$ cat config.mk
export PLATFORM = sky130hd
export DESIGN_NAME = gid_gpio_ctrl
export DESIGN_NICKNAME = d
export VERILOG_FILES = /design/src/hw/gid_pkg.sv /design/src/hw/gid_gpio_ctrl.sv
export SDC_FILE = /design/constraint.sdc
export NUM_CORES = 1
export LEC_CHECK = 0
export ABC_AREA = 1
export BUFFER_PORTS_ARGS = -buffer_cell sky130_fd_sc_hd__clkbuf_2
export CAP_MARGIN = 20
export CELL_PAD_IN_SITES_DETAIL_PLACEMENT = 1
export CELL_PAD_IN_SITES_GLOBAL_PLACEMENT = 1
export CORE_AREA = 8 8 112 166
export DETAILED_ROUTE_END_ITERATION = 6
export DIE_AREA = 0 0 120 174
export PLACE_DENSITY_LB_ADDON = 0.08
export REMOVE_ABC_BUFFERS = 1
export SYNTH_ARGS = -nofsm -noshare
export SYNTH_HDL_FRONTEND = slang
export SYNTH_SLANG_ARGS = --single-unit
$ cat constraint.sdc
create_clock -name i_clk_sys -period 1.2 [get_ports i_clk_sys]
set_input_delay 0.36 -clock i_clk_sys [delete_from_list [all_inputs] [get_ports i_clk_sys]]
set_output_delay 0.36 -clock i_clk_sys [all_outputs]
set_load 0.005 [all_outputs]
$ cat src/hw/gid_pkg.sv
// package: register map, field layout, reset values and carriers for the gpio control block
package gid_pkg;

  // ----------------------------------------------------------------
  // pin grouping
  // ----------------------------------------------------------------
  localparam int unsigned GID_NUM_PINS = 11;
  localparam int unsigned GID_LOW_PINS = 6;
  localparam int unsigned GID_HIGH_PINS = 5;

  // ----------------------------------------------------------------
  // register offsets
  // ----------------------------------------------------------------
  localparam logic [7:0] GID_OFF_IRQ_EN_LOW = 8'h1f;
  localparam logic [7:0] GID_OFF_IRQ_EN_HIGH = 8'h20;
  localparam logic [7:0] GID_OFF_BYPASS_LOW = 8'h21;
  localparam logic [7:0] GID_OFF_BYPASS_HIGH = 8'h22;
  localparam logic [7:0] GID_OFF_LEVEL_LOW = 8'h23;
  localparam logic [7:0] GID_OFF_LEVEL_HIGH = 8'h24;
  localparam logic [7:0] GID_OFF_TYPE_LOW = 8'h25;

  // ----------------------------------------------------------------
  // reset values
  // ----------------------------------------------------------------
  localparam logic [5:0] GID_RST_LOW = 6'h00;
  localparam logic [4:0] GID_RST_HIGH = 5'h00;

  // ----------------------------------------------------------------
  // debounce timing: filter time in ns, cycle count derived from 25 ns clock
  // ----------------------------------------------------------------
  localparam int unsigned GID_CLK_PERIOD_NS = 25;
  localparam int unsigned GID_DEB_TIME_NS = 100;
  localparam int unsigned GID_DEB_CYCLES_INT =
    (GID_DEB_TIME_NS + GID_CLK_PERIOD_NS - 1) / GID_CLK_PERIOD_NS;
  localparam logic [3:0] GID_DEB_CYCLES = 4'(GID_DEB_CYCLES_INT);

  // ----------------------------------------------------------------
  // register access carrier
  // ----------------------------------------------------------------
  typedef struct packed {
    logic wr;
    logic rd;
    logic [7:0] addr;
    logic [7:0] wdata;
  } gid_reg_req_t;

endpackage

$ cat src/hw/gid_gpio_ctrl.sv
// module: per-pin interrupt enable, input filter, output level and driver type control
//
// Overview of operation
// - An enabled pin whose flag is set and whose condition holds raises the summary input flag.
// - A pin whose interrupt enable is clear never contributes to the summary input flag.
// - The low enable register at 0x1f holds pins 1 to 6 in bits 0 to 5, bits 7:6 reserved.
// - The high enable register at 0x20 holds pins 7 to 11 in bits 0 to 4, bits 7:5 reserved.
// - Register 0x21 bits 0 to 5 bypass the input filter of pins 1 to 6 when set.
// - Register 0x22 bits 0 to 4 bypass the input filter of pins 7 to 11 when set.
// - Registers 0x23 and 0x24 set the driven level of pins 1 to 6 and 7 to 11.
// - Register 0x25 bits 0 to 5 choose push-pull at 0 or open drain at 1 for pins 1 to 6.
// - A polarity bit of 0 sets the pin flag while the pin is low, and 1 while it is high.
// - Pins recording events into the queue never produce per-pin summary interrupts.
// - Level and driver type reach a pin only while its output enable is set.
`timescale 1ns/1ps
module gid_gpio_ctrl
(
  // clock and reset
  input wire logic i_clk_sys,
  input wire logic i_rstn,
  // register port
  input wire gid_pkg::gid_reg_req_t i_reg_req,
  output logic [7:0] o_reg_rdata,
  output logic o_reg_rvalid,
  // configuration held by neighbouring logic
  input wire logic [10:0] i_irq_polarity,
  input wire logic [10:0] i_event_mode,
  input wire logic [10:0] i_out_enable,
  input wire logic [4:0] i_driver_type_high,
  // flag clearing
  input wire logic [10:0] i_pin_flag_clr,
  input wire logic i_summary_clr,
  // pins
  input wire logic [10:0] i_pin_in,
  output logic [10:0] o_pin_out,
  output logic [10:0] o_pin_oe,
  // status
  output logic [10:0] o_pin_level,
  output logic [10:0] o_pin_irq_flag,
  output logic o_input_irq_summary_flag
);
  import gid_pkg::*;

  // ----------------------------------------------------------------
  // helpers
  // ----------------------------------------------------------------
  function automatic logic [10:0] join_pins(input logic [5:0] lo, input logic [4:0] hi);
    join_pins = {hi, lo};
  endfunction

  function automatic logic hit(input gid_reg_req_t req, input logic [7:0] off);
    hit = req.wr && (req.addr == off);
  endfunction

  // ----------------------------------------------------------------
  // configuration registers
  // ----------------------------------------------------------------
  logic [5:0] irq_en_low_ff;
  logic [4:0] irq_en_high_ff;
  logic [5:0] bypass_low_ff;
  logic [4:0] bypass_high_ff;
  logic [5:0] level_low_ff;
  logic [4:0] level_high_ff;
  logic [5:0] type_low_ff;

  // ----------------------------------------------------------------
  // register write decode
  // ----------------------------------------------------------------
  wire logic wr_irq_en_low = hit(i_reg_req, GID_OFF_IRQ_EN_LOW);
  wire logic wr_irq_en_high = hit(i_reg_req, GID_OFF_IRQ_EN_HIGH);
  wire logic wr_bypass_low = hit(i_reg_req, GID_OFF_BYPASS_LOW);
  wire logic wr_bypass_high = hit(i_reg_req, GID_OFF_BYPASS_HIGH);
  wire logic wr_level_low = hit(i_reg_req, GID_OFF_LEVEL_LOW);
  wire logic wr_level_high = hit(i_reg_req, GID_OFF_LEVEL_HIGH);
  wire logic wr_type_low = hit(i_reg_req, GID_OFF_TYPE_LOW);

  // upper bits of each write are dropped
  wire logic [5:0] nxt_irq_en_low =
    wr_irq_en_low ? i_reg_req.wdata[5:0] : irq_en_low_ff;
  wire logic [4:0] nxt_irq_en_high =
    wr_irq_en_high ? i_reg_req.wdata[4:0] : irq_en_high_ff;
  wire logic [5:0] nxt_bypass_low =
    wr_bypass_low ? i_reg_req.wdata[5:0] : bypass_low_ff;
  wire logic [4:0] nxt_bypass_high =
    wr_bypass_high ? i_reg_req.wdata[4:0] : bypass_high_ff;
  wire logic [5:0] nxt_level_low =
    wr_level_low ? i_reg_req.wdata[5:0] : level_low_ff;
  wire logic [4:0] nxt_level_high =
    wr_level_high ? i_reg_req.wdata[4:0] : level_high_ff;
  wire logic [5:0] nxt_type_low =
    wr_type_low ? i_reg_req.wdata[5:0] : type_low_ff;

  always_ff @(posedge i_clk_sys or negedge i_rstn)
  begin
    if (!i_rstn)
      irq_en_low_ff <= GID_RST_LOW;
    else
      irq_en_low_ff <= nxt_irq_en_low;
  end

  always_ff @(posedge i_clk_sys or negedge i_rstn)
  begin
    if (!i_rstn)
      irq_en_high_ff <= GID_RST_HIGH;
    else
      irq_en_high_ff <= nxt_irq_en_high;
  end

  always_ff @(posedge i_clk_sys or negedge i_rstn)
  begin
    if (!i_rstn)
      bypass_low_ff <= GID_RST_LOW;
    else
      bypass_low_ff <= nxt_bypass_low;
  end

  always_ff @(posedge i_clk_sys or negedge i_rstn)
  begin
    if (!i_rstn)
      bypass_high_ff <= GID_RST_HIGH;
    else
      bypass_high_ff <= nxt_bypass_high;
  end

  always_ff @(posedge i_clk_sys or negedge i_rstn)
  begin
    if (!i_rstn)
      level_low_ff <= GID_RST_LOW;
    else
      level_low_ff <= nxt_level_low;
  end

  always_ff @(posedge i_clk_sys or negedge i_rstn)
  begin
    if (!i_rstn)
      level_high_ff <= GID_RST_HIGH;
    else
      level_high_ff <= nxt_level_high;
  end

  always_ff @(posedge i_clk_sys or negedge i_rstn)
  begin
    if (!i_rstn)
      type_low_ff <= GID_RST_LOW;
    else
      type_low_ff <= nxt_type_low;
  end

  // ----------------------------------------------------------------
  // read path
  // ----------------------------------------------------------------
  logic [7:0] rd_mux;
  logic [7:0] reg_rdata_ff;
  logic reg_rvalid_ff;

  always_comb
  begin
    rd_mux = 8'h00;
    unique case (i_reg_req.addr)
      GID_OFF_IRQ_EN_LOW: rd_mux = {2'h0, irq_en_low_ff};
      GID_OFF_IRQ_EN_HIGH: rd_mux = {3'h0, irq_en_high_ff};
      GID_OFF_BYPASS_LOW: rd_mux = {2'h0, bypass_low_ff};
      GID_OFF_BYPASS_HIGH: rd_mux = {3'h0, bypass_high_ff};
      GID_OFF_LEVEL_LOW: rd_mux = {2'h0, level_low_ff};
      GID_OFF_LEVEL_HIGH: rd_mux = {3'h0, level_high_ff};
      GID_OFF_TYPE_LOW: rd_mux = {2'h0, type_low_ff};
      default: rd_mux = 8'h00;
    endcase
  end

  wire logic [7:0] nxt_reg_rdata = i_reg_req.rd ? rd_mux : 8'h00;

  always_ff @(posedge i_clk_sys or negedge i_rstn)
  begin
    if (!i_rstn)
      reg_rdata_ff <= 8'h00;
    else
      reg_rdata_ff <= nxt_reg_rdata;
  end

  always_ff @(posedge i_clk_sys or negedge i_rstn)
  begin
    if (!i_rstn)
      reg_rvalid_ff <= 1'b0;
    else
      reg_rvalid_ff <= i_reg_req.rd;
  end

  assign o_reg_rdata = reg_rdata_ff;
  assign o_reg_rvalid = reg_rvalid_ff;

  // ----------------------------------------------------------------
  // joined per-pin views
  // ----------------------------------------------------------------
  wire logic [10:0] irq_en = join_pins(irq_en_low_ff, irq_en_high_ff);
  wire logic [10:0] bypass = join_pins(bypass_low_ff, bypass_high_ff);
  wire logic [10:0] drive_level = join_pins(level_low_ff, level_high_ff);
  wire logic [10:0] driver_type = join_pins(type_low_ff, i_driver_type_high);

  // ----------------------------------------------------------------
  // per-pin input filter, flag and driver
  // ----------------------------------------------------------------
  logic [10:0] pin_val;
  logic [10:0] pin_cond;
  logic [10:0] contrib;
  logic [10:0] flag_ff;
  logic [10:0] pin_level_ff;
  logic [10:0] pin_out_ff;
  logic [10:0] pin_oe_ff;

  for (genvar i = 0; i < GID_NUM_PINS; i++)
  begin : g_pin
    logic stable_ff;
    logic [3:0] cnt_ff;
    wire logic differs = i_pin_in[i] != stable_ff;
    wire logic settled = differs && (cnt_ff == GID_DEB_CYCLES - 4'h1);
    wire logic [3:0] nxt_cnt = differs ? cnt_ff + 4'h1 : 4'h0;

    // a change is accepted only after it has held for the full filter time
    always_ff @(posedge i_clk_sys or negedge i_rstn)
    begin
      if (!i_rstn)
        cnt_ff <= 4'h0;
      else
        cnt_ff <= settled ? 4'h0 : nxt_cnt;
    end

    always_ff @(posedge i_clk_sys or negedge i_rstn)
    begin
      if (!i_rstn)
        stable_ff <= 1'b0;
      else if (settled)
        stable_ff <= i_pin_in[i];
    end

    assign pin_val[i] = bypass[i] ? i_pin_in[i] : stable_ff;
    assign pin_cond[i] = (pin_val[i] == i_irq_polarity[i]) && !i_event_mode[i];
    assign contrib[i] = flag_ff[i] && pin_cond[i] && irq_en[i];

    wire logic nxt_oe = i_out_enable[i] && (driver_type[i] ? !drive_level[i] : 1'b1);
    wire logic nxt_out = i_out_enable[i] && !driver_type[i] && drive_level[i];

    // ----------------------------------------------------------------
    // flag, level and driver registers
    // ----------------------------------------------------------------
    // set wins over a clear in the same cycle
    wire logic nxt_flag = pin_cond[i] || (flag_ff[i] && !i_pin_flag_clr[i]);

    always_ff @(posedge i_clk_sys or negedge i_rstn)
    begin
      if (!i_rstn)
        flag_ff[i] <= 1'b0;
      else
        flag_ff[i] <= nxt_flag;
    end

    always_ff @(posedge i_clk_sys or negedge i_rstn)
    begin
      if (!i_rstn)
        pin_level_ff[i] <= 1'b0;
      else
        pin_level_ff[i] <= pin_val[i];
    end

    always_ff @(posedge i_clk_sys or negedge i_rstn)
    begin
      if (!i_rstn)
        pin_out_ff[i] <= 1'b0;
      else
        pin_out_ff[i] <= nxt_out;
    end

    always_ff @(posedge i_clk_sys or negedge i_rstn)
    begin
      if (!i_rstn)
        pin_oe_ff[i] <= 1'b0;
      else
        pin_oe_ff[i] <= nxt_oe;
    end
  end

  // ----------------------------------------------------------------
  // summary input flag
  // ----------------------------------------------------------------
  logic summary_ff;

  // a new contribution wins over a clear in the same cycle
  wire logic nxt_summary = (|contrib) || (summary_ff && !i_summary_clr);

  always_ff @(posedge i_clk_sys or negedge i_rstn)
  begin
    if (!i_rstn)
      summary_ff <= 1'b0;
    else
      summary_ff <= nxt_summary;
  end

  assign o_input_irq_summary_flag = summary_ff;
  assign o_pin_irq_flag = flag_ff;
  assign o_pin_level = pin_level_ff;
  assign o_pin_out = pin_out_ff;
  assign o_pin_oe = pin_oe_ff;

endmodule // gid_gpio_ctrl

## Word level (Yosys, flattened, before mapping)

Index checks and enable logic that the tools add are counted.

- Bits of input ports: 81
- Output and inout port bits: 54
- Register bits after elaboration: 148
- Word-level logic and storage cells: 327

- Add/subtract/negate cells: 11
- Reduce and logical (&&, ||, !) cells: 154
- Mux-type cells: 46
- Equal/unequal tests: 40

Operators with widths:

| operator | count |
|---|---|
| 1-bit logical AND | 96 |
| 4-bit 2-to-1 mux | 22 |
| 8-bit by 6-bit equality test with 1-bit output, second input constant | 6 |
| 1-bit logical NOT | 45 |
| 4-bit by 1-bit adder with 4-bit output, second input constant | 11 |
| 4-bit by 2-bit equality test with 1-bit output, second input constant | 11 |
| 6-bit one-hot mux with 7 select lines | 1 |
| 1-bit 2-to-1 mux | 22 |
| 1-bit logical OR | 12 |
| 1-bit equality test | 11 |
| 1-bit inequality test | 11 |
| 11-bit OR reduction | 1 |
| 8-bit by 5-bit equality test with 1-bit output, second input constant | 1 |
| 8-bit 2-to-1 mux | 1 |

## Longest topological paths before layout

- Word-level depth: 7
- Mapped depth: 9
- Mapped depth without buffers: 9

## Least setup slack after synthesis

OpenSTA, ideal clock, no wires.

- Path kind: input-to-reg
- From: in i_reg_req[12] (netlist bit)
- To: reg type_low_ff[1]
- Buffers on the path: 1
- Setup time: 0.122 ns
- Required time: 1.078 ns
- Slack: -0.131 ns
- Arrival time: 1.208 ns
- Stages on the path: 8
- Cell sequence: inv_1 > nand2_1 > nor2_4 > nor3b_2 > nand2_1 > buf_6 > nand2_1 > o21ai_2

- Word-level cells in the longest chain between the ends: 2

RTL lines:

| what | RTL line | RTL |
|---|---|---|
| from (decl) | gid_gpio_ctrl.sv:22 | `input wire gid_pkg::gid_reg_req_t i_reg_req,` |
| 8-bit by 6-bit equality test with 1-bit output | gid_gpio_ctrl.sv:52 | `hit = req.wr && (req.addr == off);` |
| 1-bit logical AND | gid_gpio_ctrl.sv:52 |  |
| to (signal assigned) | gid_gpio_ctrl.sv:146 | `type_low_ff <= nxt_type_low;` |
| to (decl) | gid_gpio_ctrl.sv:64 | `logic [5:0] type_low_ff;` |

No other way between the ends.
A chain may end at the register's enable or synchronous reset.

## Final worst setup path

- From: reg bypass_low_ff[1]
- To: reg summary_ff, in the netlist o_input_irq_summary_flag

- Word-level cells in the longest chain between the ends: 7

RTL lines:

| what | RTL line | RTL |
|---|---|---|
| from (decl) | gid_gpio_ctrl.sv:60 | `logic [5:0] bypass_low_ff;` |
| from (signal assigned) | gid_gpio_ctrl.sv:114 | `bypass_low_ff <= nxt_bypass_low;` |
| 1-bit 2-to-1 mux | gid_gpio_ctrl.sv:236 | `assign pin_val[i] = bypass[i] ? i_pin_in[i] : stable_ff;` |
| net pin_val[1] | gid_gpio_ctrl.sv:203 | `logic [10:0] pin_val;` |
| 1-bit equality test | gid_gpio_ctrl.sv:237 | `assign pin_cond[i] = (pin_val[i] == i_irq_polarity[i]) && !i_event_mode[i];` |
| 1-bit logical AND | gid_gpio_ctrl.sv:237 |  |
| 1-bit logical AND (2 in a row) | gid_gpio_ctrl.sv:238 | `assign contrib[i] = flag_ff[i] && pin_cond[i] && irq_en[i];` |
| 11-bit OR reduction | gid_gpio_ctrl.sv:288 | `wire logic nxt_summary = (\|contrib) \|\| (summary_ff && !i_summary_clr);` |
| 1-bit logical OR | gid_gpio_ctrl.sv:288 |  |
| net nxt_summary | gid_gpio_ctrl.sv:288 |  |
| to (signal assigned) | gid_gpio_ctrl.sv:295 | `summary_ff <= nxt_summary;` |
| to (decl) | gid_gpio_ctrl.sv:285 | `logic summary_ff;` |

The timed path passes the listed nets, and every way through them passes these cells.

==> PnR_summary.wiki <==
{| class="wikitable"
! Metric !! Value
|-
| Run status || finished with violations
|-
| Failing checks || setup timing
|-
| Clock tree from TritonCTS || built
|-
| Final number of hold-violating endpoints || 0
|-
| Bufs on Longest Clock Path || 2
|-
| Share of power burned in the clock network || 0.356
|-
| Worst hold start || i_reg_req[16]
|-
| Switching Fraction || 0.292
|-
| Switch Pwr || 4.86 mW
|-
| P&R area growth vs syn || 37.5%
|-
| Syn Std Cell Area || 6520 um^2
|-
| Routed wire per std cell || between 15 and 20 um
|-
| I/O pin total || around 140
|-
| Synth Warn # || 0
|-
| Antenna diodes || 0
|-
| Most common cell on crit path || sky130_fd_sc_hd__nand2_2
|-
| Max incr delay on CP || roughly 400 ps
|-
| Row count || between 50 and 60
|-
| Unrepaired setup endpoints after global routing || yes
|-
| Count of buffers inserted at the top-level ports || 130
|-
| Fin crit share || 1.08
|-
| Cells taking the most area after synthesis || sky130_fd_sc_hd__dfrtp_1 (56%), sky130_fd_sc_hd__nand2_1 (8.5%), sky130_fd_sc_hd__inv_1 (5.6%)
|-
| Number of vias after detailed routing || 5767
|-
| GR Overflow Total || 0
|-
| Power per unit of standard cell area || ~1900 nW/um^2
|-
| Final critical-path required period || about 1300 ps
|-
| Post-Syn Instances || 714
|-
| Area of placed instances || approximately 8000 um^2
|-
| Crit path cell chain || inv_2 -> nand2_2 -> nand2_2 -> nand2_2 -> nand4_1 -> nand2_1 -> nor2_2 -> nand3_1
|-
| Worst-case hold slack || ~100 ps
|-
| Total number of clock tree sinks || 146
|-
| Clock skew after layout || slightly above 8 ps
|-
| Worst setup path startpoint || bypass_low_ff[1]
|-
| Worst path slowest cell || sky130_fd_sc_hd__dfrtp_1
|-
| Global-route wire length before repair || 32500 um
|-
| Half-perimeter wire length after detailed placement || roughly 15000 um
|-
| All-layer global routing usage || 0.197
|-
| Start-to-end type of the worst setup path || register to register
|-
| Antenna-violating nets left || 0
|-
| Largest fanout on the critical path || 3
|-
| Met1 track demand over resource in global routing || 0.210
|-
| Number of violations reported at the end of detailed-routing iteration 0 || 191
|-
| Antenna violations before repair || 0
|-
| Core Footprint || around 16000 um^2
|-
| Worst supply voltage drop on vdd || 0.000882 V
|-
| Reg-to-reg startpoint || bypass_low_ff[1]
|-
| Register bit count reported by yosys || around 150
|-
| Die Span Y || 174 um
|-
| Global-route track usage on met2 || 0.371
|-
| Total die area || between 20000 and 25000 um^2
|-
| Average footprint of a synthesized cell || about 9.1 um^2
|-
| Clk root buf || sky130_fd_sc_hd__clkbuf_16
|-
| Number of filler cells placed in the layout || just under 2000
|-
| Worst Setup Slack, final || -99.3 ps
|-
| Max H-tree Level || 4
|-
| Required time of the critical path || ~1500 ps
|-
| Final nets || 1045
|-
| Initial cell density of the core || 0.399
|-
| Leakage Power || 4.63 nW
|-
| Portion of total power attributed to combinational logic || 0.248
|-
| Clk slew on worst S/H paths || roughly 60 ps
|-
| FMAX || between 700 and 800 MHz
|-
| Initial DRT Pass Iterations || 5
|-
| Worst slack at placement || -542 ps
|-
| Finished Cell Area || 8960 um^2
|-
| Data arrival at the endpoint of the critical path || about 1600 ps
|-
| Via/cell ratio || around 4.9
|-
| Total wire length || approximately 20000 um
|-
| Layout cells sized above 1 || 0.349
|-
| Total clock buffers created by CTS || 17
|-
| DRC || 0
|-
| Kind of capture point of the worst setup path || register
|-
| Pin count of the biggest net entering global routing || 46
|-
| GRT busiest layer || met2
|-
| Hold/Removal Path Class || primary input to register
|-
| Fraction of post-synthesis cell area in the top cell type by area || 0.560
|-
| Launching element type of the critical path || register
|-
| Final-report max-slew violation count || 0
|-
| Seq/Total Area, Yosys || 0.560
|-
| Via count of the first global-routing pass || approximately 6500
|-
| Count of distinct cell types in the synthesized netlist || 28
|-
| Global Route met3 Usage || 0.0429
|-
| Clock latency at the later pin of the worst-skew pair || between 400 and 500 ps
|-
| Sequential Power Share || 0.397
|-
| Cell-internal power || between 10 and 15 mW
|-
| Final weighted congestion in routability-driven placement || ~0.82
|-
| Final setup viols || between 50 and 60
|-
| Biggest area consumer among synthesized cells || sky130_fd_sc_hd__dfrtp_1
|-
| Chip width || 120 um
|-
| Number of maximum-capacitance violations || 0
|}
-- flip-flops by register name (all words and copies together) (netlist names) --
name,count
o_pin_level,11
o_pin_out,11
o_pin_irq_flag,11
o_input_irq_summary_flag,1
bypass_low_ff,6
type_low_ff,6
level_high_ff,5
o_reg_rdata,6
o_reg_rvalid,1
irq_en_low_ff,6
g_pin.stable_ff,11
level_low_ff,6
g_pin.cnt_ff,44
irq_en_high_ff,5
o_pin_oe,11
bypass_high_ff,5
-- worst max-delay path, delay by kind of cell (launching register included) --
kind	cells	cell delay [ps]
buffers and inverters	1	70
DFF	1	410
and+or+nand+nor	7	690
-- routing by layer --
layer	routed length, um	up-vias
met3	655	36
met5	0	-
met4	424	0
met1	7670	2880
met2	11300	94
li1	-	2757
-- layout by cell type (no fill, tap or decap), types with 6 or more instances in the layout --
master / n
sky130_fd_sc_hd__a21boi_0: 6
sky130_fd_sc_hd__a21oi_1: 10
sky130_fd_sc_hd__buf_4: 90
sky130_fd_sc_hd__clkbuf_16: 17
sky130_fd_sc_hd__clkbuf_2: 129
sky130_fd_sc_hd__dfrtp_1: 146
sky130_fd_sc_hd__ha_2: 10
sky130_fd_sc_hd__inv_1: 93
sky130_fd_sc_hd__inv_2: 6
sky130_fd_sc_hd__mux2_2: 11
sky130_fd_sc_hd__nand2_1: 127
sky130_fd_sc_hd__nand2_2: 22
sky130_fd_sc_hd__nand3_1: 54
sky130_fd_sc_hd__nand4_1: 14
sky130_fd_sc_hd__nor2_1: 83
sky130_fd_sc_hd__nor2_4: 6
sky130_fd_sc_hd__o21ai_0: 34
sky130_fd_sc_hd__o21ai_1: 18
sky130_fd_sc_hd__o21ai_2: 13
sky130_fd_sc_hd__xnor2_1: 11
sky130_fd_sc_hd__xor2_1: 22
-- path summary, 6_finish.rpt --
path                                       endpoint  slack, ps  cells after the start
min in group asynchronous        g_pin[0].cnt_ff[2]        360                      2
max in group asynchronous            o_pin_level[9]        290                      3
hold / removal                         o_reg_rvalid        100                      1
hold reg to reg                  g_pin[6].cnt_ff[0]        460                      1
setup / recovery           o_input_irq_summary_flag       -100                      8
setup reg to reg           o_input_irq_summary_flag       -100                      8
-- layout make-up --
| class | count | area [um^2] | area share |
|---|---|---|---|
| Clock buffer | 20 | 457 | 0.0510 |
| Clock inverter | 11 | 200 | 0.0223 |
| Inverter | 99 | 372 | 0.0415 |
| Multi-Input combinational cell | 462 | 2560 | 0.286 |
| Sequential cell | 146 | 3650 | 0.408 |
| Tap cell | 210 | 263 | 0.0293 |
| Timing Repair Buffer | 227 | 1450 | 0.162 |
-- cells in the mapped netlist, drive strengths merged --
library cell  count
nand2           150
dfrtp           146
inv              99
nor2             93
o21ai            65
nand3            57
xor2             22
nand4            15
ha               11
mux2             11
xnor2            11
a21oi            10
buf               9
nor3              7
a21boi            6
conb              1
nor3b             1
-- metrics by stage --
| stage | utilization | power (mW) | TNS, ps | cells |
|---|---|---|---|---|
| after floorplan | - | 8.54 | -13670 | 706 |
| final | 0.549 | 16.6 | -3050 | 1175 |
| after global placement | 0.488 | 9.96 | -14770 | 1116 |
| after CTS | 0.536 | 16.6 | -4020 | 1162 |
| after detailed placement | 0.488 | 10.3 | -16230 | 1116 |
| after global routing | 0.549 | 17.6 | -4810 | 1175 |
-- cells by family after synthesis --
family	synth area share
and+or+nand+nor	0.215
DFF	0.560
buffers and inverters	0.0678
AOI/OAI and AO/OA	0.0714
xor gates and xnor gates	0.0443
adders and majority gates	0.0211
muxes	0.0190
other	0.000575
-- what timing repair did --
| action | CTS | global route |
|---|---|---|
| cloned | 0 | 1 |
| hold buffers | 1 | 0 |
| pin swaps | 3 | 12 |
| setup buffers | 14 | 12 |
| hold endpoints to repair | 19 | 0 |
| gates resized for setup | 12 | 44 |
| endpoints found under the setup margin | 60 | 103 |
-- power groups by stage --
stage          clock network [mW]  registers (mW)  logic [mW]
2_1_floorplan                   0            6.61        1.93
3_3_place_gp                    0            6.63        3.33
3_5_place_dp                    0            6.72        3.59
4_1_cts                      6.05            6.58        3.95
5_1_grt                      6.23            6.71        4.69
6_report                     5.91            6.59        4.11
Note: power is estimated with default switching activity, not from simulation.
